**src/design/tcp_pkg.sv**
```systemverilog
// package for the timer compare/pwm output block
package tcp_pkg;
   localparam int TCP_NCH = 6;
   localparam int TCP_CW = 16;
   localparam int TCP_AW = 5;
   localparam logic [5:0] TCP_CLK_MHZ = 6'h32;
   // register map: word offsets on the plain port
   localparam logic [4:0] TCP_OFS_TIMER_CTRL = 5'h00;
   localparam logic [4:0] TCP_OFS_TIMER_STAT = 5'h01;
   localparam logic [4:0] TCP_OFS_MODULO = 5'h02;
   localparam logic [4:0] TCP_OFS_COUNT = 5'h03;
   localparam logic [4:0] TCP_OFS_CH_CTRL = 5'h08;
   localparam logic [4:0] TCP_OFS_CH_VAL = 5'h10;
   localparam logic [4:0] TCP_OFS_ACTIVE = 5'h18;
   // timer control and status fields
   localparam int TCP_TC_STOP = 0;
   localparam int TCP_TC_RST = 1;
   localparam int TCP_TC_PS_LO = 2;
   localparam int TCP_TC_OVIE = 5;
   localparam int TCP_TS_OVF = 0;
   // channel control fields
   localparam int TCP_CC_MAX = 0;
   localparam int TCP_CC_TOV = 1;
   localparam int TCP_CC_ELSA = 2;
   localparam int TCP_CC_ELSB = 3;
   localparam int TCP_CC_MODE_LO = 4;
   localparam int TCP_CC_LINK = 5;
   localparam int TCP_CC_IE = 6;
   localparam int TCP_CC_FLAG = 7;
   localparam logic [15:0] TCP_MOD_RST = 16'hFFFF;
   localparam logic [15:0] TCP_ZERO16 = 16'h0000;
   localparam logic [15:0] TCP_ONE16 = 16'h0001;
   localparam logic [7:0] TCP_ZERO8 = 8'h00;

   typedef struct packed {
      logic wr;
      logic rd;
      logic [4:0] addr;
      logic [15:0] wdata;
   } tcp_bus_s;

   typedef struct packed {
      logic [7:0] ctrl;
      logic [15:0] val;
   } tcp_chan_s;

   // edge/level select action on a compare match
   typedef enum logic [1:0] {
      TCP_ACT_NONE = 2'b00,
      TCP_ACT_TOGGLE = 2'b01,
      TCP_ACT_CLEAR = 2'b10,
      TCP_ACT_SET = 2'b11
   } tcp_act_e;

   function automatic tcp_act_e tcp_action(input logic [7:0] c);
      return tcp_act_e'({c[TCP_CC_ELSB], c[TCP_CC_ELSA]});
   endfunction : tcp_action
endpackage : tcp_pkg

```
**src/design/tcp_counter.sv**
```systemverilog
// shared modulo counter with prescaler
`timescale 1ns/100ps
module tcp_counter
   import tcp_pkg::*;
(
   // clock and reset
   input wire logic sys_clk_i,
   input wire logic nrst_i,
   // control
   input wire logic stop_i,
   input wire logic clr_i,
   input wire logic [2:0] ps_i,
   input wire logic [15:0] modulo_i,
   // status
   output logic [15:0] count_o,
   output logic tick_o,
   output logic ovf_o
);
   typedef struct packed {
      logic [6:0] pre;
      logic [15:0] cnt;
   } tcp_cnt_s;

   tcp_cnt_s st;
   tcp_cnt_s next_st;
   logic [6:0] pre_mask;

   always_comb begin
      next_st = st;
      pre_mask = 7'((8'h01 << ps_i) - 8'h01);
      tick_o = !stop_i && ((st.pre & pre_mask) == pre_mask);
      ovf_o = tick_o && (st.cnt == modulo_i);
      if (!stop_i) begin
         next_st.pre = st.pre + 7'h01;
      end
      if (tick_o) begin
         next_st.cnt = ovf_o ? TCP_ZERO16 : st.cnt + TCP_ONE16;
      end
      if (clr_i) begin
         next_st.pre = 7'h00;
         next_st.cnt = TCP_ZERO16;
      end
   end

   always_ff @(posedge sys_clk_i or negedge nrst_i) begin
      if (!nrst_i) begin
         st <= '0;
      end else begin
         st <= next_st;
      end
   end

   assign count_o = st.cnt;
endmodule : tcp_counter

```
**src/design/tcp_pair_sel.sv**
```systemverilog
// linked pair: which register set controls the output
`timescale 1ns/100ps
module tcp_pair_sel
   import tcp_pkg::*;
(
   // clock and reset
   input wire logic sys_clk_i,
   input wire logic nrst_i,
   // events
   input wire logic link_i,
   input wire logic wr_lo_i,
   input wire logic wr_hi_i,
   input wire logic ovf_i,
   // selection
   output logic use_hi_o
);
   typedef struct packed {
      logic use_hi;
      logic last_hi;
   } tcp_sel_s;

   tcp_sel_s st;
   tcp_sel_s next_st;

   always_comb begin
      next_st = st;
      // last written set
      // last written set wins; a lower write in the same cycle is later
      if (wr_hi_i) begin
         next_st.last_hi = 1'b1;
      end
      if (wr_lo_i) begin
         next_st.last_hi = 1'b0;
      end
      if (ovf_i) begin
         next_st.use_hi = next_st.last_hi;
      end
      if (!link_i) begin
         next_st.use_hi = 1'b0;
         next_st.last_hi = 1'b0;
      end
   end

   always_ff @(posedge sys_clk_i or negedge nrst_i) begin
      if (!nrst_i) begin
         st <= '0;
      end else begin
         st <= next_st;
      end
   end

   assign use_hi_o = st.use_hi;
endmodule : tcp_pair_sel

```
**src/design/tcp_top.sv**
```systemverilog
// six-channel output compare and pwm unit of the timer
//
// Decided for this implementation: the register addresses and strobed register access.
`timescale 1ns/100ps
module tcp_top
   import tcp_pkg::*;
(
   // clock and reset
   input wire logic sys_clk_i,
   input wire logic nrst_i,
   // register port
   input wire logic [4:0] addr_i,
   input wire logic [15:0] wdata_i,
   input wire logic wr_i,
   input wire logic rd_i,
   output logic [15:0] rdata_o,
   // channel pins
   output logic [5:0] chan_pin_o,
   output logic [5:0] chan_pin_oe_o,
   // flags to the interrupt logic outside
   output logic ovf_irq_o,
   output logic [5:0] chan_irq_o
);
   // -------------------------------------------------------------
   // state
   // -------------------------------------------------------------
   typedef struct packed {
      logic [5:0] tctrl;
      logic ovf_flag;
      logic [15:0] modulo;
      tcp_chan_s [5:0] ch;
      logic [5:0] pin;
      logic [15:0] rdata;
   } tcp_top_s;

   tcp_top_s st;
   tcp_top_s next_st;
   tcp_bus_s bus;
   logic [15:0] count;
   logic [15:0] count_nx;
   logic tick;
   logic ovf;
   logic [2:0] use_hi;
   logic [2:0] link;
   logic [5:0] wr_val;
   logic [5:0] wr_ctrl;
   logic [5:0] match;
   logic [5:0] pin_en;

   assign bus = '{wr: wr_i, rd: rd_i, addr: addr_i, wdata: wdata_i};

   tcp_counter u_cnt (
      .sys_clk_i(sys_clk_i),
      .nrst_i(nrst_i),
      .stop_i(st.tctrl[TCP_TC_STOP]),
      .clr_i(st.tctrl[TCP_TC_RST]),
      .ps_i(st.tctrl[TCP_TC_PS_LO +: 3]),
      .modulo_i(st.modulo),
      .count_o(count),
      .tick_o(tick),
      .ovf_o(ovf)
   );

   // -------------------------------------------------------------
   // per pair selection
   // -------------------------------------------------------------
   genvar gp;
   generate
      for (gp = 0; gp < 3; gp++) begin : g_pair
         assign link[gp] = st.ch[2*gp].ctrl[TCP_CC_LINK];
         tcp_pair_sel u_sel (
            .sys_clk_i(sys_clk_i),
            .nrst_i(nrst_i),
            .link_i(link[gp]),
            .wr_lo_i(wr_val[2*gp]),
            .wr_hi_i(wr_val[2*gp+1]),
            .ovf_i(ovf),
            .use_hi_o(use_hi[gp])
         );
      end
   endgenerate

   // -------------------------------------------------------------
   // decode and compare
   // -------------------------------------------------------------
   always_comb begin
      // pin actions land as the counter takes the value, so a value of n gives n ticks
      count_nx = ovf ? TCP_ZERO16 : count + TCP_ONE16;
      for (int i = 0; i < TCP_NCH; i++) begin
         wr_val[i] = bus.wr && (bus.addr == TCP_OFS_CH_VAL + 5'(i));
         wr_ctrl[i] = bus.wr && (bus.addr == TCP_OFS_CH_CTRL + 5'(i));
      end
      for (int p = 0; p < 3; p++) begin
         // compare against the set in control
         match[2*p] = tick && (count_nx ==
            (use_hi[p] ? st.ch[2*p+1].val : st.ch[2*p].val));
         match[2*p+1] = tick && !link[p] && (count_nx == st.ch[2*p+1].val);
         pin_en[2*p] = 1'b1;
         pin_en[2*p+1] = !link[p];
      end
   end

   // -------------------------------------------------------------
   // next state
   // -------------------------------------------------------------
   always_comb begin
      logic [7:0] c;
      logic p;
      c = TCP_ZERO8;
      p = 1'b0;
      next_st = st;
      // reset request is a one-shot pulse
      next_st.tctrl[TCP_TC_RST] = 1'b0;
      next_st.rdata = TCP_ZERO16;
      // overflow flag, set wins over clear
      if (bus.wr && bus.addr == TCP_OFS_TIMER_STAT && !bus.wdata[TCP_TS_OVF]) begin
         next_st.ovf_flag = 1'b0;
      end
      if (ovf) begin
         next_st.ovf_flag = 1'b1;
      end
      if (bus.wr && bus.addr == TCP_OFS_TIMER_CTRL) begin
         next_st.tctrl = bus.wdata[5:0];
      end
      if (bus.wr && bus.addr == TCP_OFS_MODULO) begin
         next_st.modulo = bus.wdata;
      end
      for (int i = 0; i < TCP_NCH; i++) begin
         c = st.ch[i].ctrl;
         // active set takes effect at once
         if (wr_val[i]) begin
            next_st.ch[i].val = bus.wdata;
         end
         if (wr_ctrl[i]) begin
            // flag is write-zero-to-clear
            next_st.ch[i].ctrl = {c[TCP_CC_FLAG] & bus.wdata[TCP_CC_FLAG], bus.wdata[6:0]};
            // link bit lives only on even channels
            if (i % 2 == 1) begin
               next_st.ch[i].ctrl[TCP_CC_LINK] = 1'b0;
            end
         end
         // channel flag at match, set wins
         if (match[i]) begin
            next_st.ch[i].ctrl[TCP_CC_FLAG] = 1'b1;
         end
      end
      // pin logic on every channel in compare mode, including the disabled odd channel of a linked pair
      for (int i = 0; i < TCP_NCH; i++) begin
         c = st.ch[i].ctrl;
         p = st.pin[i];
         // link implies output compare regardless of the mode bit
         if (c[TCP_CC_LINK] || c[TCP_CC_MODE_LO]) begin
            // overflow toggle applied before the compare
            if (ovf && c[TCP_CC_TOV]) begin
               p = !p;
            end
            // max bit with the overflow toggle bit set forces full duty by skipping the compare
            if (match[i] && !(c[TCP_CC_MAX] && c[TCP_CC_TOV])) begin
               case (tcp_action(c))
                  TCP_ACT_TOGGLE: p = !p;
                  TCP_ACT_CLEAR: p = 1'b0;
                  TCP_ACT_SET: p = 1'b1;
                  default: p = p;
               endcase
            end
            // max duty holds the active level
            if (c[TCP_CC_MAX] && c[TCP_CC_TOV]) begin
               p = (tcp_action(c) == TCP_ACT_CLEAR);
            end
         end
         next_st.pin[i] = p;
      end
      // reads
      if (bus.rd) begin
         case (bus.addr)
            TCP_OFS_TIMER_CTRL: next_st.rdata = {10'h000, st.tctrl};
            TCP_OFS_TIMER_STAT: next_st.rdata = {15'h0000, st.ovf_flag};
            TCP_OFS_MODULO: next_st.rdata = st.modulo;
            TCP_OFS_COUNT: next_st.rdata = count;
            TCP_OFS_ACTIVE: next_st.rdata = {13'h0000, use_hi};
            default: begin
               for (int i = 0; i < TCP_NCH; i++) begin
                  if (bus.addr == TCP_OFS_CH_CTRL + 5'(i)) begin
                     next_st.rdata = {8'h00, st.ch[i].ctrl};
                  end
                  if (bus.addr == TCP_OFS_CH_VAL + 5'(i)) begin
                     next_st.rdata = st.ch[i].val;
                  end
               end
            end
         endcase
      end
   end

   always_ff @(posedge sys_clk_i or negedge nrst_i) begin
      if (!nrst_i) begin
         st <= '0;
         st.tctrl[TCP_TC_STOP] <= 1'b1;
         st.modulo <= TCP_MOD_RST;
      end else begin
         st <= next_st;
      end
   end

   // -------------------------------------------------------------
   // outputs
   // -------------------------------------------------------------
   always_comb begin
      for (int i = 0; i < TCP_NCH; i++) begin
         chan_pin_oe_o[i] = pin_en[i] &&
            (st.ch[i].ctrl[TCP_CC_LINK] || st.ch[i].ctrl[TCP_CC_MODE_LO]);
         chan_irq_o[i] = st.ch[i].ctrl[TCP_CC_FLAG] && st.ch[i].ctrl[TCP_CC_IE]
            && pin_en[i];
      end
   end

   assign chan_pin_o = st.pin;
   assign rdata_o = st.rdata;
   assign ovf_irq_o = st.ovf_flag && st.tctrl[TCP_TC_OVIE];
endmodule : tcp_top

```
**config.mk**
```make
export PLATFORM = sky130hd
export DESIGN_NAME = tcp_top
export DESIGN_NICKNAME = d
export VERILOG_FILES = /design/src/design/tcp_pkg.sv /design/src/design/tcp_counter.sv /design/src/design/tcp_pair_sel.sv /design/src/design/tcp_top.sv
export SDC_FILE = /design/constraint.sdc
export NUM_CORES = 1
export LEC_CHECK = 0
export ABC_AREA = 1
export BUFFER_PORTS_ARGS = -buffer_cell sky130_fd_sc_hd__buf_2
export CORE_MARGIN = 2
export CORE_UTILIZATION = 41
export CTS_BUF_LIST = sky130_fd_sc_hd__clkbuf_8
export DETAILED_ROUTE_END_ITERATION = 10
export PLACE_DENSITY = 0.55
export SYNTH_ARGS = -nofsm -noshare
export SYNTH_HDL_FRONTEND = slang
export SYNTH_SLANG_ARGS = --single-unit
```
**constraint.sdc**
```tcl
create_clock -name sys_clk_i -period 3.1 [get_ports sys_clk_i]
set_input_delay 0.31 -clock sys_clk_i [delete_from_list [all_inputs] [get_ports sys_clk_i]]
set_output_delay 0.31 -clock sys_clk_i [all_outputs]
set_load 0.05 [all_outputs]
```
==> summary by stage, run 1 <==
Status
The run finished with clean final reports.

Placement
At the end of routability-driven placement, the weighted congestion stood at 0.932. Prior to clock tree synthesis, the placed netlist has a worst setup slack of 0.0161 ns. The post-place instance area is 0.0149 mm². The count of buffers from port buffering is 59. Summed over all nets, the half-perimeter wirelength after detailed placement is 39.2 mm.

Route
The routed wire length per instance is 20.1 µm. The first-pass iteration count of the detailed router is 5. After the first detailed-routing iteration, the DRC count stood at 1358.

In the routed layout, each cell is associated on average with a via count of 5.39. The remaining routing DRC violations is 0. The detailed-route via count is 14218. The detail route stage leaves a number of antenna-violating nets equal to 0.

For this block, the routed nets add up to 53.1 mm of wire.

Timing
The final critical path takes up 99.9% of the cycle. At the pin with the least slew margin, the transition time is 0.972 ns. The number of pins with negative max-slew slack in the final report was 0.

Setup violations remaining at the end of the flow were counted as 0. Derived from the worst setup path, the maximum achievable clock frequency is 323 MHz. The worst pin sits at a relative slew slack of 35.1%. The hold violation total from the final report is 0.

The minimum hold slack is 0.0276 ns. Across all setup checks in the final design, the least slack found is 0.00421 ns. The final worst clock skew is 0.0185 ns. Setup repair after global routing could not meet its margin everywhere. The routed design could run at a clock period as short as 3.10 ns.

Global route
For this run the aggregate overflow at the end of global routing stands at 0. In the global route stage, met1 resource usage came out at 40.7%. The met2 usage in global routing is 47.4%. The layer flagged by global routing as most heavily used is met2.

The via count of the first global-routing pass is 13479. The combined global-route utilization of all metal layers is 30.0%. The first-pass GRT wire length is 80.0 mm. The pin count of the biggest net entering global routing is 63. The number of antenna violations at the first check in global routing is 1. The global routing met3 resource utilization is 5.68%.

Synthesis
The post-synth design cell area is 0.0137 mm². In this run, distinct cell masters in the synthesized netlist total 41. For this run, the leading register cell type out of synthesis is dfrtp_1. The top cell type by area accounts for 36.1% of the synthesized area. The library cell occupying the most area in the post-synthesis netlist is dfrtp_1. In the post-synthesis netlist, the biggest area contributors are dfrtp_1 (36%), nand2_1 (18%), o21ai_0 (9.9%). For this run, the register share of the synthesized area comes to 39.3%.

In the synthesized netlist the async set-or-reset flop fraction comes to 100%. The number of enable-type register cells in the synthesized netlist is 0. The Yosys warning count is 0. The count of state elements after synthesis is 215.

The count of mapped cells out of synthesis is 2040. The most common cell in the synthesized netlist is nand2_1. By count the netlist is led by nand2_1 (660), o21ai_0 (272), inv_1 (254). The number of nets handed over by synthesis was 2068. The average instance area after synthesis is 6.73 µm².

Min path
In this run the most critical hold path is launched from wdata_i[14]. The worst min-delay path category is in -> reg. The cell depth of the worst hold path is 3. The path with the worst hold slack has its endpoint at st[180]$_DFFE_PN1P_.

Setup path
The capturing element type of the critical path is a flip-flop. Setup slack on the worst reg-to-reg path comes out at 0.004 ns. The worst register-to-register path ends at chan_pin_o[2]$_DFFE_PN0P_.

The data required time at the worst endpoint is 3.63 ns. The classification of the worst setup path is reg -> reg. The worst setup path is launched from a flip-flop. The startpoint identified for the worst register-to-register timing path is st[186]$_DFFE_PN0P_.

In this run the worst path has a maximum fanout of 8. The number of cells on the worst reg-to-reg path is 23. For the worst setup path, the data arrival time is 3.63 ns.

Die
In this run the standard cell core region covers 0.0333 mm². The die covers 0.0350 mm². From left edge to right edge, the die measures 187 µm. The die height is 187 µm. The initial standard-cell utilization of the core is 41.3%. The total I/O pin count is 60. The number of placement rows is 67.

Layout
Summing all multi-input logic gate instances after layout gives 0.00710 mm². The register area is 0.00540 mm². The share of cells above drive strength 1 is 15.2%.

The layout has 3413 filler cells. The post-synthesis to final-layout area growth is 18.7%. The finished cells cover 0.0163 mm².

The count of nets after finishing is 2189. The count of inserted antenna diode cells is 0.

Clock tree
TritonCTS built the clock tree. The clock buffer count from CTS is 42. The H-tree was split into 2 levels. The master cell of the clock root buffer is clkbuf_8. The number of sinks driven by the clock tree is 215. The clock passes through at most 3 buffers. The clock-pin slew reported for the worst setup and hold paths after clock tree synthesis is 0.06 ns. The later pin in the worst-skew pair is clocked with a latency of 0.61 ns.

Power
The switching portion of total power is 42.8%. The worst vdd rail ir drop is 0.000458 V. The combinational share of power is 37.9%. The total power consumption of the routed design is 11.3 mW. The share of total power dissipated in the clock network is 26.1%.

In this run the static leakage power is 8.02 nW. In this run the power spent charging and discharging nets is 4.83 mW. The share of total power dissipated in sequential elements is 35.9%.

The internal cell power is 6.46 mW. The power density over the cells is 693 mW/mm².

Run
Across the run, the number of max-cap violations was 0.
logic make-up after synthesis:
family,after synthesis,share of synthesized area (%)
AND/OR/NAND/NOR,1023,31.0
AO/OA/AOI/OAI,406,16.4
buffers and inverters,364,10.9
flip-flops,215,39.3
XOR/XNOR,28,1.98
adder cells (fa/ha/maj),3,0.273
multiplexers,1,0.0820
per-stage QoR:
stage	instances	TNS (ns)	util, %
global route	2640	-1.23	49.0
CTS	2625	0	47.4
floorplan	2040	0	-
detailed placement	2548	0	44.8
finish	2640	0	49.0
global placement	2548	0	44.8
worst max-delay path, stage by stage (launching register included):
cell and delay (ns):
dfrtp_1 0.40, nor2_2 0.15, nand2_2 0.08, ha_4 0.25, or2_2 0.10, nand3_2 0.07
nor2_1 0.11, nand2_1 0.09, nor2_4 0.24, nand2_8 0.08, buf_12 0.16, clkbuf_16 0.16
nand2_4 0.15, buf_4 0.15, nand2_1 0.04, nand2_1 0.05, nand2_1 0.05, nor2_1 0.14
nand2_2 0.10, nor2_4 0.12, nand4_1 0.08, nand2_1 0.07, nand2_1 0.05, a21oi_2 0.11
flip-flops by register name, summed over array words and instances, names as in the netlist:
| signal | flops |
|---|---|
| g_pair.u_sel.st | 3 |
| g_pair.u_sel.use_hi_o | 3 |
| rdata_o | 16 |
| link | 3 |
| st | 161 |
| chan_pin_o | 6 |
| u_cnt.st | 7 |
| u_cnt.count_o | 16 |
what timing repair did:
action	in CTS	in global routing
hold buffers	2	0
pin swaps	0	50
hold endpoints to repair	61	0
setup endpoints to repair	2	12
resized for setup	1	90
setup buffers	0	10
cloned	0	5
power groups by stage:
stage / combinational, mW / sequential (mW) / clock [mW]
after floorplan: 2.81 / 3.86 / 0
after global routing: 4.74 / 4.13 / 3.13
after CTS: 4.04 / 4.03 / 3.02
final: 4.28 / 4.06 / 2.95
after global placement: 3.96 / 4.07 / 0
after detailed placement: 4.02 / 4.07 / 0
metal layers:
layer  up-vias  share of wire, %
met5         -             0.024
met4         2               3.6
met3       114               8.5
met2       563                45
met1      6718                43
li1       6821                 -
placed cells by master (no fill, tap or decap), types with 7 or more instances in the layout:
master       n
xor2_1      14
buf_2       58
nand3b_1    31
clkinv_1     9
nor2_4       9
nand3_1    122
nand2_4      8
o22ai_1     19
nor2_1     132
buf_4       86
o211ai_1     8
dfstp_2     17
nor2_2      21
a21oi_1     54
nand4_1     18
a211oi_1     9
nor3_1      11
clkbuf_8    53
inv_1      267
buf_12       7
dfrtp_1    198
o2111ai_1   22
nand2_2     20
buf_6       15
nand3_2      7
xnor2_1     11
nand2_1    639
o21ai_0    272
a221oi_1    11
worst max-delay path by stage:
stage	start	end	slack, ns
detailed placement	st[185]$_DFFE_PN0P_	chan_pin_o[4]$_DFFE_PN0P_	0.02
global route	st[186]$_DFFE_PN0P_	chan_pin_o[4]$_DFFE_PN0P_	-0.20
CTS	st[185]$_DFFE_PN0P_	chan_pin_o[2]$_DFFE_PN0P_	0.02
floorplan	st[186]$_DFFE_PN0P_	chan_pin_o[2]$_DFFE_PN0P_	0.46
finish	st[186]$_DFFE_PN0P_	chan_pin_o[2]$_DFFE_PN0P_	0.004
global placement	st[185]$_DFFE_PN0P_	chan_pin_o[3]$_DFFE_PN0P_	0.08
cell type report:
cell class                 count  share of cell area, %
multi-input combinational   1462                   43.5
sequential                   215                   33.1
timing repair buffer         175                   8.59
inverter                     265                   6.10
clock buffer                  53                   4.47
tap                          448                   3.44
clock inverter                22                  0.729
No activity file was read; power rests on OpenSTA's default activity.
==> run 2: changes to the inputs <==
--- a/config.mk
+++ b/config.mk
@@ -8,10 +8,10 @@
 export ABC_AREA = 1
 export BUFFER_PORTS_ARGS = -buffer_cell sky130_fd_sc_hd__buf_2
 export CORE_MARGIN = 2
-export CORE_UTILIZATION = 41
+export CORE_UTILIZATION = 30
 export CTS_BUF_LIST = sky130_fd_sc_hd__clkbuf_8
 export DETAILED_ROUTE_END_ITERATION = 10
-export PLACE_DENSITY = 0.55
+export PLACE_DENSITY = 0.43
 export SYNTH_ARGS = -nofsm -noshare
 export SYNTH_HDL_FRONTEND = slang
 export SYNTH_SLANG_ARGS = --single-unit
==> summary by stage, run 2 (synthesized netlist as in run 1, its figures left out) <==
Status
The run finished with clean final reports.

Timing
The worst slew margin relative to its limit is 47.7%. The final worst clock skew is 0.0240 ns. The hold violation total from the final report is 0. After layout, the worst setup slack is 0.0847 ns.

Setup repair after global routing could not meet its margin everywhere. The total negative slack for setup checks is 0 ns. Based on the critical path, the design can be clocked at up to 332 MHz.

The number of pins with negative max-slew slack in the final report is 0. For the pin with the worst max-slew slack, the measured transition is 0.785 ns. The final number of setup-violating endpoints is 0. For the finished layout, the period the worst path requires is 3.02 ns. Dividing the final minimum period by the clock period gives 97.3%.

Layout
st holds more flip-flops than any other register. After filler insertion, the fill cell instance count of the layout stands at 4937. Relative to the synthesized area, the layout overhead comes to 21.6%. Leaving out fill and tap cells, the most frequent cell in the layout is nand2_1. Leaving out fill and tap cells, the most frequent cells in the layout are nand2_1 (644), o21ai_0 (272), inv_1 (261), dfrtp_1 (198), nor2_1 (134). Summing all flip-flop and latch instances after layout gives 0.00540 mm². The multi-input gate area in the final layout is 0.00702 mm².

After the last flow step, the layout net total stands at 2224. The share of cells above drive strength 1 is 16.2%. The register with the most flip-flops in the layout has 161 of them. The finished layout cell area is 0.0167 mm².

Setup path
The slowest stage of the critical path is the dfrtp_1 cell. Broken down by cell family, the worst path's largest delay share belongs to simple AND/OR/NAND/NOR gates. The critical path's most frequent cell is nand2_1.

The number of buffers and inverters on the critical path is 4. Traced cell by cell, the critical path runs through nor2_2 -> nand2_2 -> ha_4 -> or2_4 -> nand3_2 -> nor2_1 -> nand2_1 -> nor2_4 -> nand2_4 -> buf_12 -> buf_12 -> buf_8 -> buf_8 -> nor2_1 -> xor2_1 -> nand2_1 -> nand2_1 -> nand2_1 -> nand4_1 -> nand2_1 -> nand2_1 -> a21oi_2. The critical path arrival is 3.52 ns. At the worst endpoint, the required time is 3.60 ns. The largest fanout of any net on the critical path is 7. The category of the worst setup path launch point is a flip-flop. The classification of the worst setup path is reg -> reg. On the worst path, the slowest cell contributes a delay of 0.42 ns. The capturing element type of the critical path is a flip-flop.

Die
The die height is 218 µm. The die span in x is 218 µm. The initial standard-cell utilization of the core is 30.3%. The total I/O pin count is 60. The number of placement rows is 78. The floorplan step defined a die boundary enclosing 0.0475 mm².

The total core area is 0.0453 mm².

Placement
The count of buffers from port buffering is 59. The post-place instance area is 0.0153 mm². Routability-driven placement finished with a final weighted congestion of 0.928. The HPWL after detailed placement is 42.7 mm. The setup slack after placement is -0.0961 ns.

Global route
The aggregate global routing overflow is 0. The number of antenna violations at the first check in global routing is 2. The pin count of the biggest net entering global routing is 82. The first global-routing pass estimated 86.3 mm of wire. The combined global-route utilization of all metal layers is 24.7%. The via count of the first global-routing pass is 13636.

Route
The routed wire length per instance is 20.8 µm. The number of violations reported at the end of detailed-routing iteration 0 is 1147. Detailed routing placed a total of 26.8 mm of wire on met2. The number of nets still failing antenna checks after routing is 0.

The first-pass iteration count of the detailed router is 7. In the final routing, the length of wire on met1 measures 26.0 mm. Detailed routing placed a total of 3.02 mm of wire on met3.

Summing over every cut layer, the via total after detailed routing is 14116. The remaining routing DRC violations is 0. The post-detailed-route via-to-cell ratio is 4.99. The total length of routed wires is 59.0 mm. The uppermost layer routed is met4.

Clock tree
The number of sinks driven by the clock tree is 215. The clock tree from TritonCTS is built. Buffers inserted during clock tree synthesis total 43.

The total number of H-tree levels is 2. At the later pin of the worst-skew pair, clock insertion delay measures 0.64 ns. The clock-pin slew reported for the worst setup and hold paths after clock tree synthesis is 0.06 ns. The master cell of the clock root buffer is clkbuf_8.

The largest buffer count on any clock path is 3.

Power
The total power consumption of the routed design is 11.6 mW. Dividing total power by cell area gives a power density of 696 mW/mm². The analysis attributes to cell leakage a power of 8.13 nW.

The worst vdd rail ir drop is 0.000349 V.

Min path
The tightest min-delay check is of the in -> reg type.

Run
The reported max-cap violation count is 0.
-- run 2: final timing paths --
kind                       slack, ns  depth (start not counted)                   endpoint                     start
min in group asynchronous       0.26                          2         st[59]$_DFFE_PN0P_                    nrst_i
max                             0.08                         22  chan_pin_o[3]$_DFFE_PN0P_       st[186]$_DFFE_PN0P_
min reg2reg                     0.45                          1   u_cnt.st[21]$_DFFE_PN0P_  u_cnt.st[20]$_DFFE_PN0P_
max in group asynchronous       1.95                          3         st[84]$_DFFE_PN0P_                    nrst_i
min                             0.05                          3         st[32]$_DFFE_PN0P_               wdata_i[10]
max reg2reg                     0.08                         22  chan_pin_o[3]$_DFFE_PN0P_       st[186]$_DFFE_PN0P_
-- run 2: metrics by stage --
step	instances	hold WS, ns	utilization, %
final	2829	0.0528	36.9
after floorplan	2040	0.0144	-
after global placement	2729	0.393	33.8
after detailed placement	2729	0.387	33.8
after global routing	2828	0.0292	36.9
after CTS	2813	0.00715	36.1
-- run 2: timing repair --
item,CTS,global route
setup endpoints to repair,4,12
hold buffers,8,0
cloned,0,2
gates resized for setup,8,56
hold endpoints to repair,97,0
setup buffers,0,12
pin swaps,0,14
-- run 2: per-layer routing --
layer | up-vias | global-route usage (%)
met5 | - | 0
met4 | 0 | 12.7
met3 | 130 | 3.88
met2 | 474 | 39.8
met1 | 6630 | 32.1
li1 | 6882 | -
-- run 2: where the power goes --
group          leakage [nW]  internal, mW  total [mW]  switching [mW]
registers              2.56          3.45        4.05           0.596
clock network         0.502          1.81        3.25            1.44
logic                  5.07          1.44        4.33            2.88
total                  8.13          6.70        11.6            4.92
-- run 2: tightest hold or removal path: stages --
cell	delay, ns
buf_2	0.17
nand2_1	0.08
o21ai_0	0.06
-- run 2: layout make-up --
cell class / instances / share of cell area [%]
diodes: 2 / 0.0300
inverters: 265 / 5.96
well taps: 600 / 4.50
clock inverters: 19 / 0.862
multi-input cells: 1461 / 42.1
repair buffers: 210 / 9.55
clock buffers: 57 / 4.70
flip-flops and latches: 215 / 32.3
==> run 3: changes to the inputs <==
--- a/config.mk
+++ b/config.mk
@@ -11,7 +11,7 @@
 export CORE_UTILIZATION = 30
 export CTS_BUF_LIST = sky130_fd_sc_hd__clkbuf_8
 export DETAILED_ROUTE_END_ITERATION = 10
-export PLACE_DENSITY = 0.43
+export PLACE_DENSITY = 0.44
 export SYNTH_ARGS = -nofsm -noshare
 export SYNTH_HDL_FRONTEND = slang
 export SYNTH_SLANG_ARGS = --single-unit
==> constraint.sdc (replaced) <==
create_clock -name sys_clk_i -period 2.6 [get_ports sys_clk_i]
set_input_delay 0.26 -clock sys_clk_i [delete_from_list [all_inputs] [get_ports sys_clk_i]]
set_output_delay 0.26 -clock sys_clk_i [all_outputs]
set_load 0.05 [all_outputs]
==> summary by stage, run 3 (synthesized netlist as in run 1, its figures left out) <==
Setup path
The worst setup path is launched from a flip-flop. The most critical setup path has its startpoint at st[186]$_DFFE_PN0P_. The worst setup path is captured at a flip-flop. Of all nets on the critical path, the largest fanout is 9. The signal on the critical path passes through nor2_4 -> nand2_1 -> ha_1 -> or2_4 -> nand3_2 -> nor2_1 -> nand2_1 -> nor2_4 -> nand2_4 -> buf_12 -> buf_12 -> nand2_4 -> nand2_1 -> nand2_1 -> inv_1 -> nand2_1 -> nor2_2 -> nand2_2 -> nor2_4 -> nand4_1 -> nand2_1 -> nand2_1 -> a21oi_2.

The worst register-to-register path has a depth of 23. The classification of the worst setup path is reg -> reg. Counting both buffers and inverters, the worst setup path holds a total of 3. In this design, the critical path's most frequently occurring cell is nand2_1. The slowest stage of the critical path belongs to the cell dfrtp_2. The setup check on the worst reg-to-reg path leaves a slack of -0.33 ns. In this design, the largest share of critical-path delay is due to simple AND/OR/NAND/NOR gates.

The data required time at the worst endpoint is 3.14 ns. The worst register-to-register path begins at st[186]$_DFFE_PN0P_. The critical path arrival is 3.47 ns. The largest single stage delay on the critical path is 0.44 ns. The critical register-to-register path endpoint is chan_pin_o[3]$_DFFE_PN0P_.

Timing
Setup repair after global routing could not meet its margin everywhere. Setup violations remaining at the end of the flow were counted as 12. After layout, the worst path uses 113% of the clock period.

The hold violation total from the final report is 0. The number of pins with negative max-slew slack in the final report was 0. The minimum clock period after layout is 2.93 ns.

Derived from the worst setup path, the maximum achievable clock frequency is 341 MHz. The final setup slack of the worst path is -0.334 ns. The total negative slack for setup checks is -3.11 ns. Final hold analysis gives a worst-case slack of 0.0414 ns. The worst slew margin relative to its limit is 44.2%. On the final layout, the worst clock skew is 0.0339 ns. The transition at the pin with the smallest max-transition slack is 0.836 ns.

Clock tree
The clock-pin slew reported for the worst setup and hold paths after clock tree synthesis is 0.06 ns. The clock buffer count from CTS is 45. The master cell of the clock root buffer is clkbuf_8.

The clock tree synthesis step divided the H-tree into 2 levels. The largest buffer count on any clock path is 3. The clock net in this run drives a total of 215 sinks.

At the later pin of the worst-skew pair, clock insertion delay measures 0.62 ns. TritonCTS built the clock tree.

Die
The initial standard-cell utilization of the core is 30.3%. The number of placement rows is 78. 60 I/O pins were placed. The total core area is 0.0453 mm². The die span in x is 218 µm.

The die height is 218 µm. The die covers 0.0475 mm².

Route
Before antenna repair, the detailed router went through 5 iterations. The number of violations reported at the end of detailed-routing iteration 0 is 1208. The post-detailed-route via-to-cell ratio is 4.86. The number of nets still failing antenna checks after routing is 0. Dividing the detail-routed wire length by the instance count gives 19.6 µm.

For this block, the routed nets add up to 57.4 mm of wire. Detailed routing inserted a total of 14256 vias. The remaining routing DRC violations is 0.

Status
The run finished, with violations left. The checks that failed: negative setup slack.

Run
The reported max-cap violation count is 0.

Layout
The library cells used most frequently in the layout, excluding fill and tap cells, are nand2_1 (636), o21ai_0 (272), inv_1 (264), buf_4 (210), dfrtp_1 (197). The share of cells above drive strength 1 is 20.4%. The count of inserted antenna diode cells is 0. The filler cell count in the final layout is 4914. Summing all multi-input logic gate instances after layout gives 0.00709 mm².

The area growth from synthesis to layout is 29.4%. The most common library cell in the layout ignoring fill and taps is nand2_1. The register area is 0.00540 mm². The most flop-heavy register is st. The number of flip-flops under the largest register name is 161. For this run, the share of the core covered by cells in the final layout is 39.2%. The count of nets after finishing is 2330.

Global route
The first global-routing pass estimated 86.7 mm of wire. Entering global routing, the biggest net connects 61 pins. The via count of the first global-routing pass is 13908. The number of antenna violations at the first check in global routing was 1. Summed over all layers, the global routing overflow is 0.

The combined global-route utilization of all metal layers is 24.5%.

Placement
The sum of net half-perimeters after detailed placement is 42.9 mm. The final weighted congestion in routability-driven placement is 0.901. During placement, the flow inserted port buffers numbering 59.

Min path
The path with the worst hold slack has its endpoint at st[175]$_DFFE_PN1P_. The worst hold path belongs to the class in -> reg. The worst hold path was traced through 3 stages. The worst hold path begins at wdata_i[9].

Power
Summed over all cells, the static leakage comes to 8.78 nW. The power density over the cells is 799 mW/mm². The worst vdd rail ir drop is 0.000364 V.
## run 3: power breakdown
| group | total [mW] | internal, mW | switching [mW] |
|---|---|---|---|
| Sequential | 4.78 | 4.12 | 0.663 |
| Clock | 3.85 | 2.19 | 1.66 |
| Combinational | 5.56 | 2.05 | 3.51 |
| Total | 14.2 | 8.36 | 5.83 |
## run 3: layout make-up
cell class	count	share of cell area (%)
tap	600	4.23
clock inverter	23	0.986
clock buffer	55	4.26
sequential	215	30.4
inverter	265	5.60
multi-input combinational	1461	39.9
timing repair buffer	314	14.6
## run 3: how the worst max path moves through the flow
stage                                end  cells after the start
3_3_place_gp   chan_pin_o[0]$_DFFE_PN0P_                     23
2_1_floorplan  chan_pin_o[0]$_DFFE_PN0P_                     23
5_1_grt        chan_pin_o[4]$_DFFE_PN0P_                     23
6_report       chan_pin_o[3]$_DFFE_PN0P_                     23
4_1_cts        chan_pin_o[3]$_DFFE_PN0P_                     23
3_5_place_dp        rdata_o[0]$_DFF_PN0_                     14
## run 3: tightest hold or removal path, stage by stage
cell     delay (ns)
buf_2          0.19
nor2_1         0.13
a21oi_1        0.05
## run 3: what timing repair did
item | in CTS | in global routing
gates cloned | 2 | 1
hold buffers | 10 | 0
hold endpoints to repair | 95 | 0
pin swaps | 19 | 15
setup endpoints to repair | 12 | 25
buffers inserted | 11 | 4
resized for setup | 51 | 42
## run 3: metrics by stage
stage	cell area (µm²)	worst slack, ns	instances	total power, mW
final	17800	-0.334	2933	14.2
after floorplan	13800	0.00718	2040	7.96
after CTS	17600	-0.339	2928	14.2
after detailed placement	16200	-0.528	2827	10.2
after global placement	16200	-0.464	2827	10.1
after global routing	17800	-0.539	2933	15.2
## run 3: routing by layer
metal	GRT usage (%)	part of all wire, %
met5	0	0.012
met4	10.1	4.0
met3	2.90	3.6
met2	41.4	48
met1	31.6	45
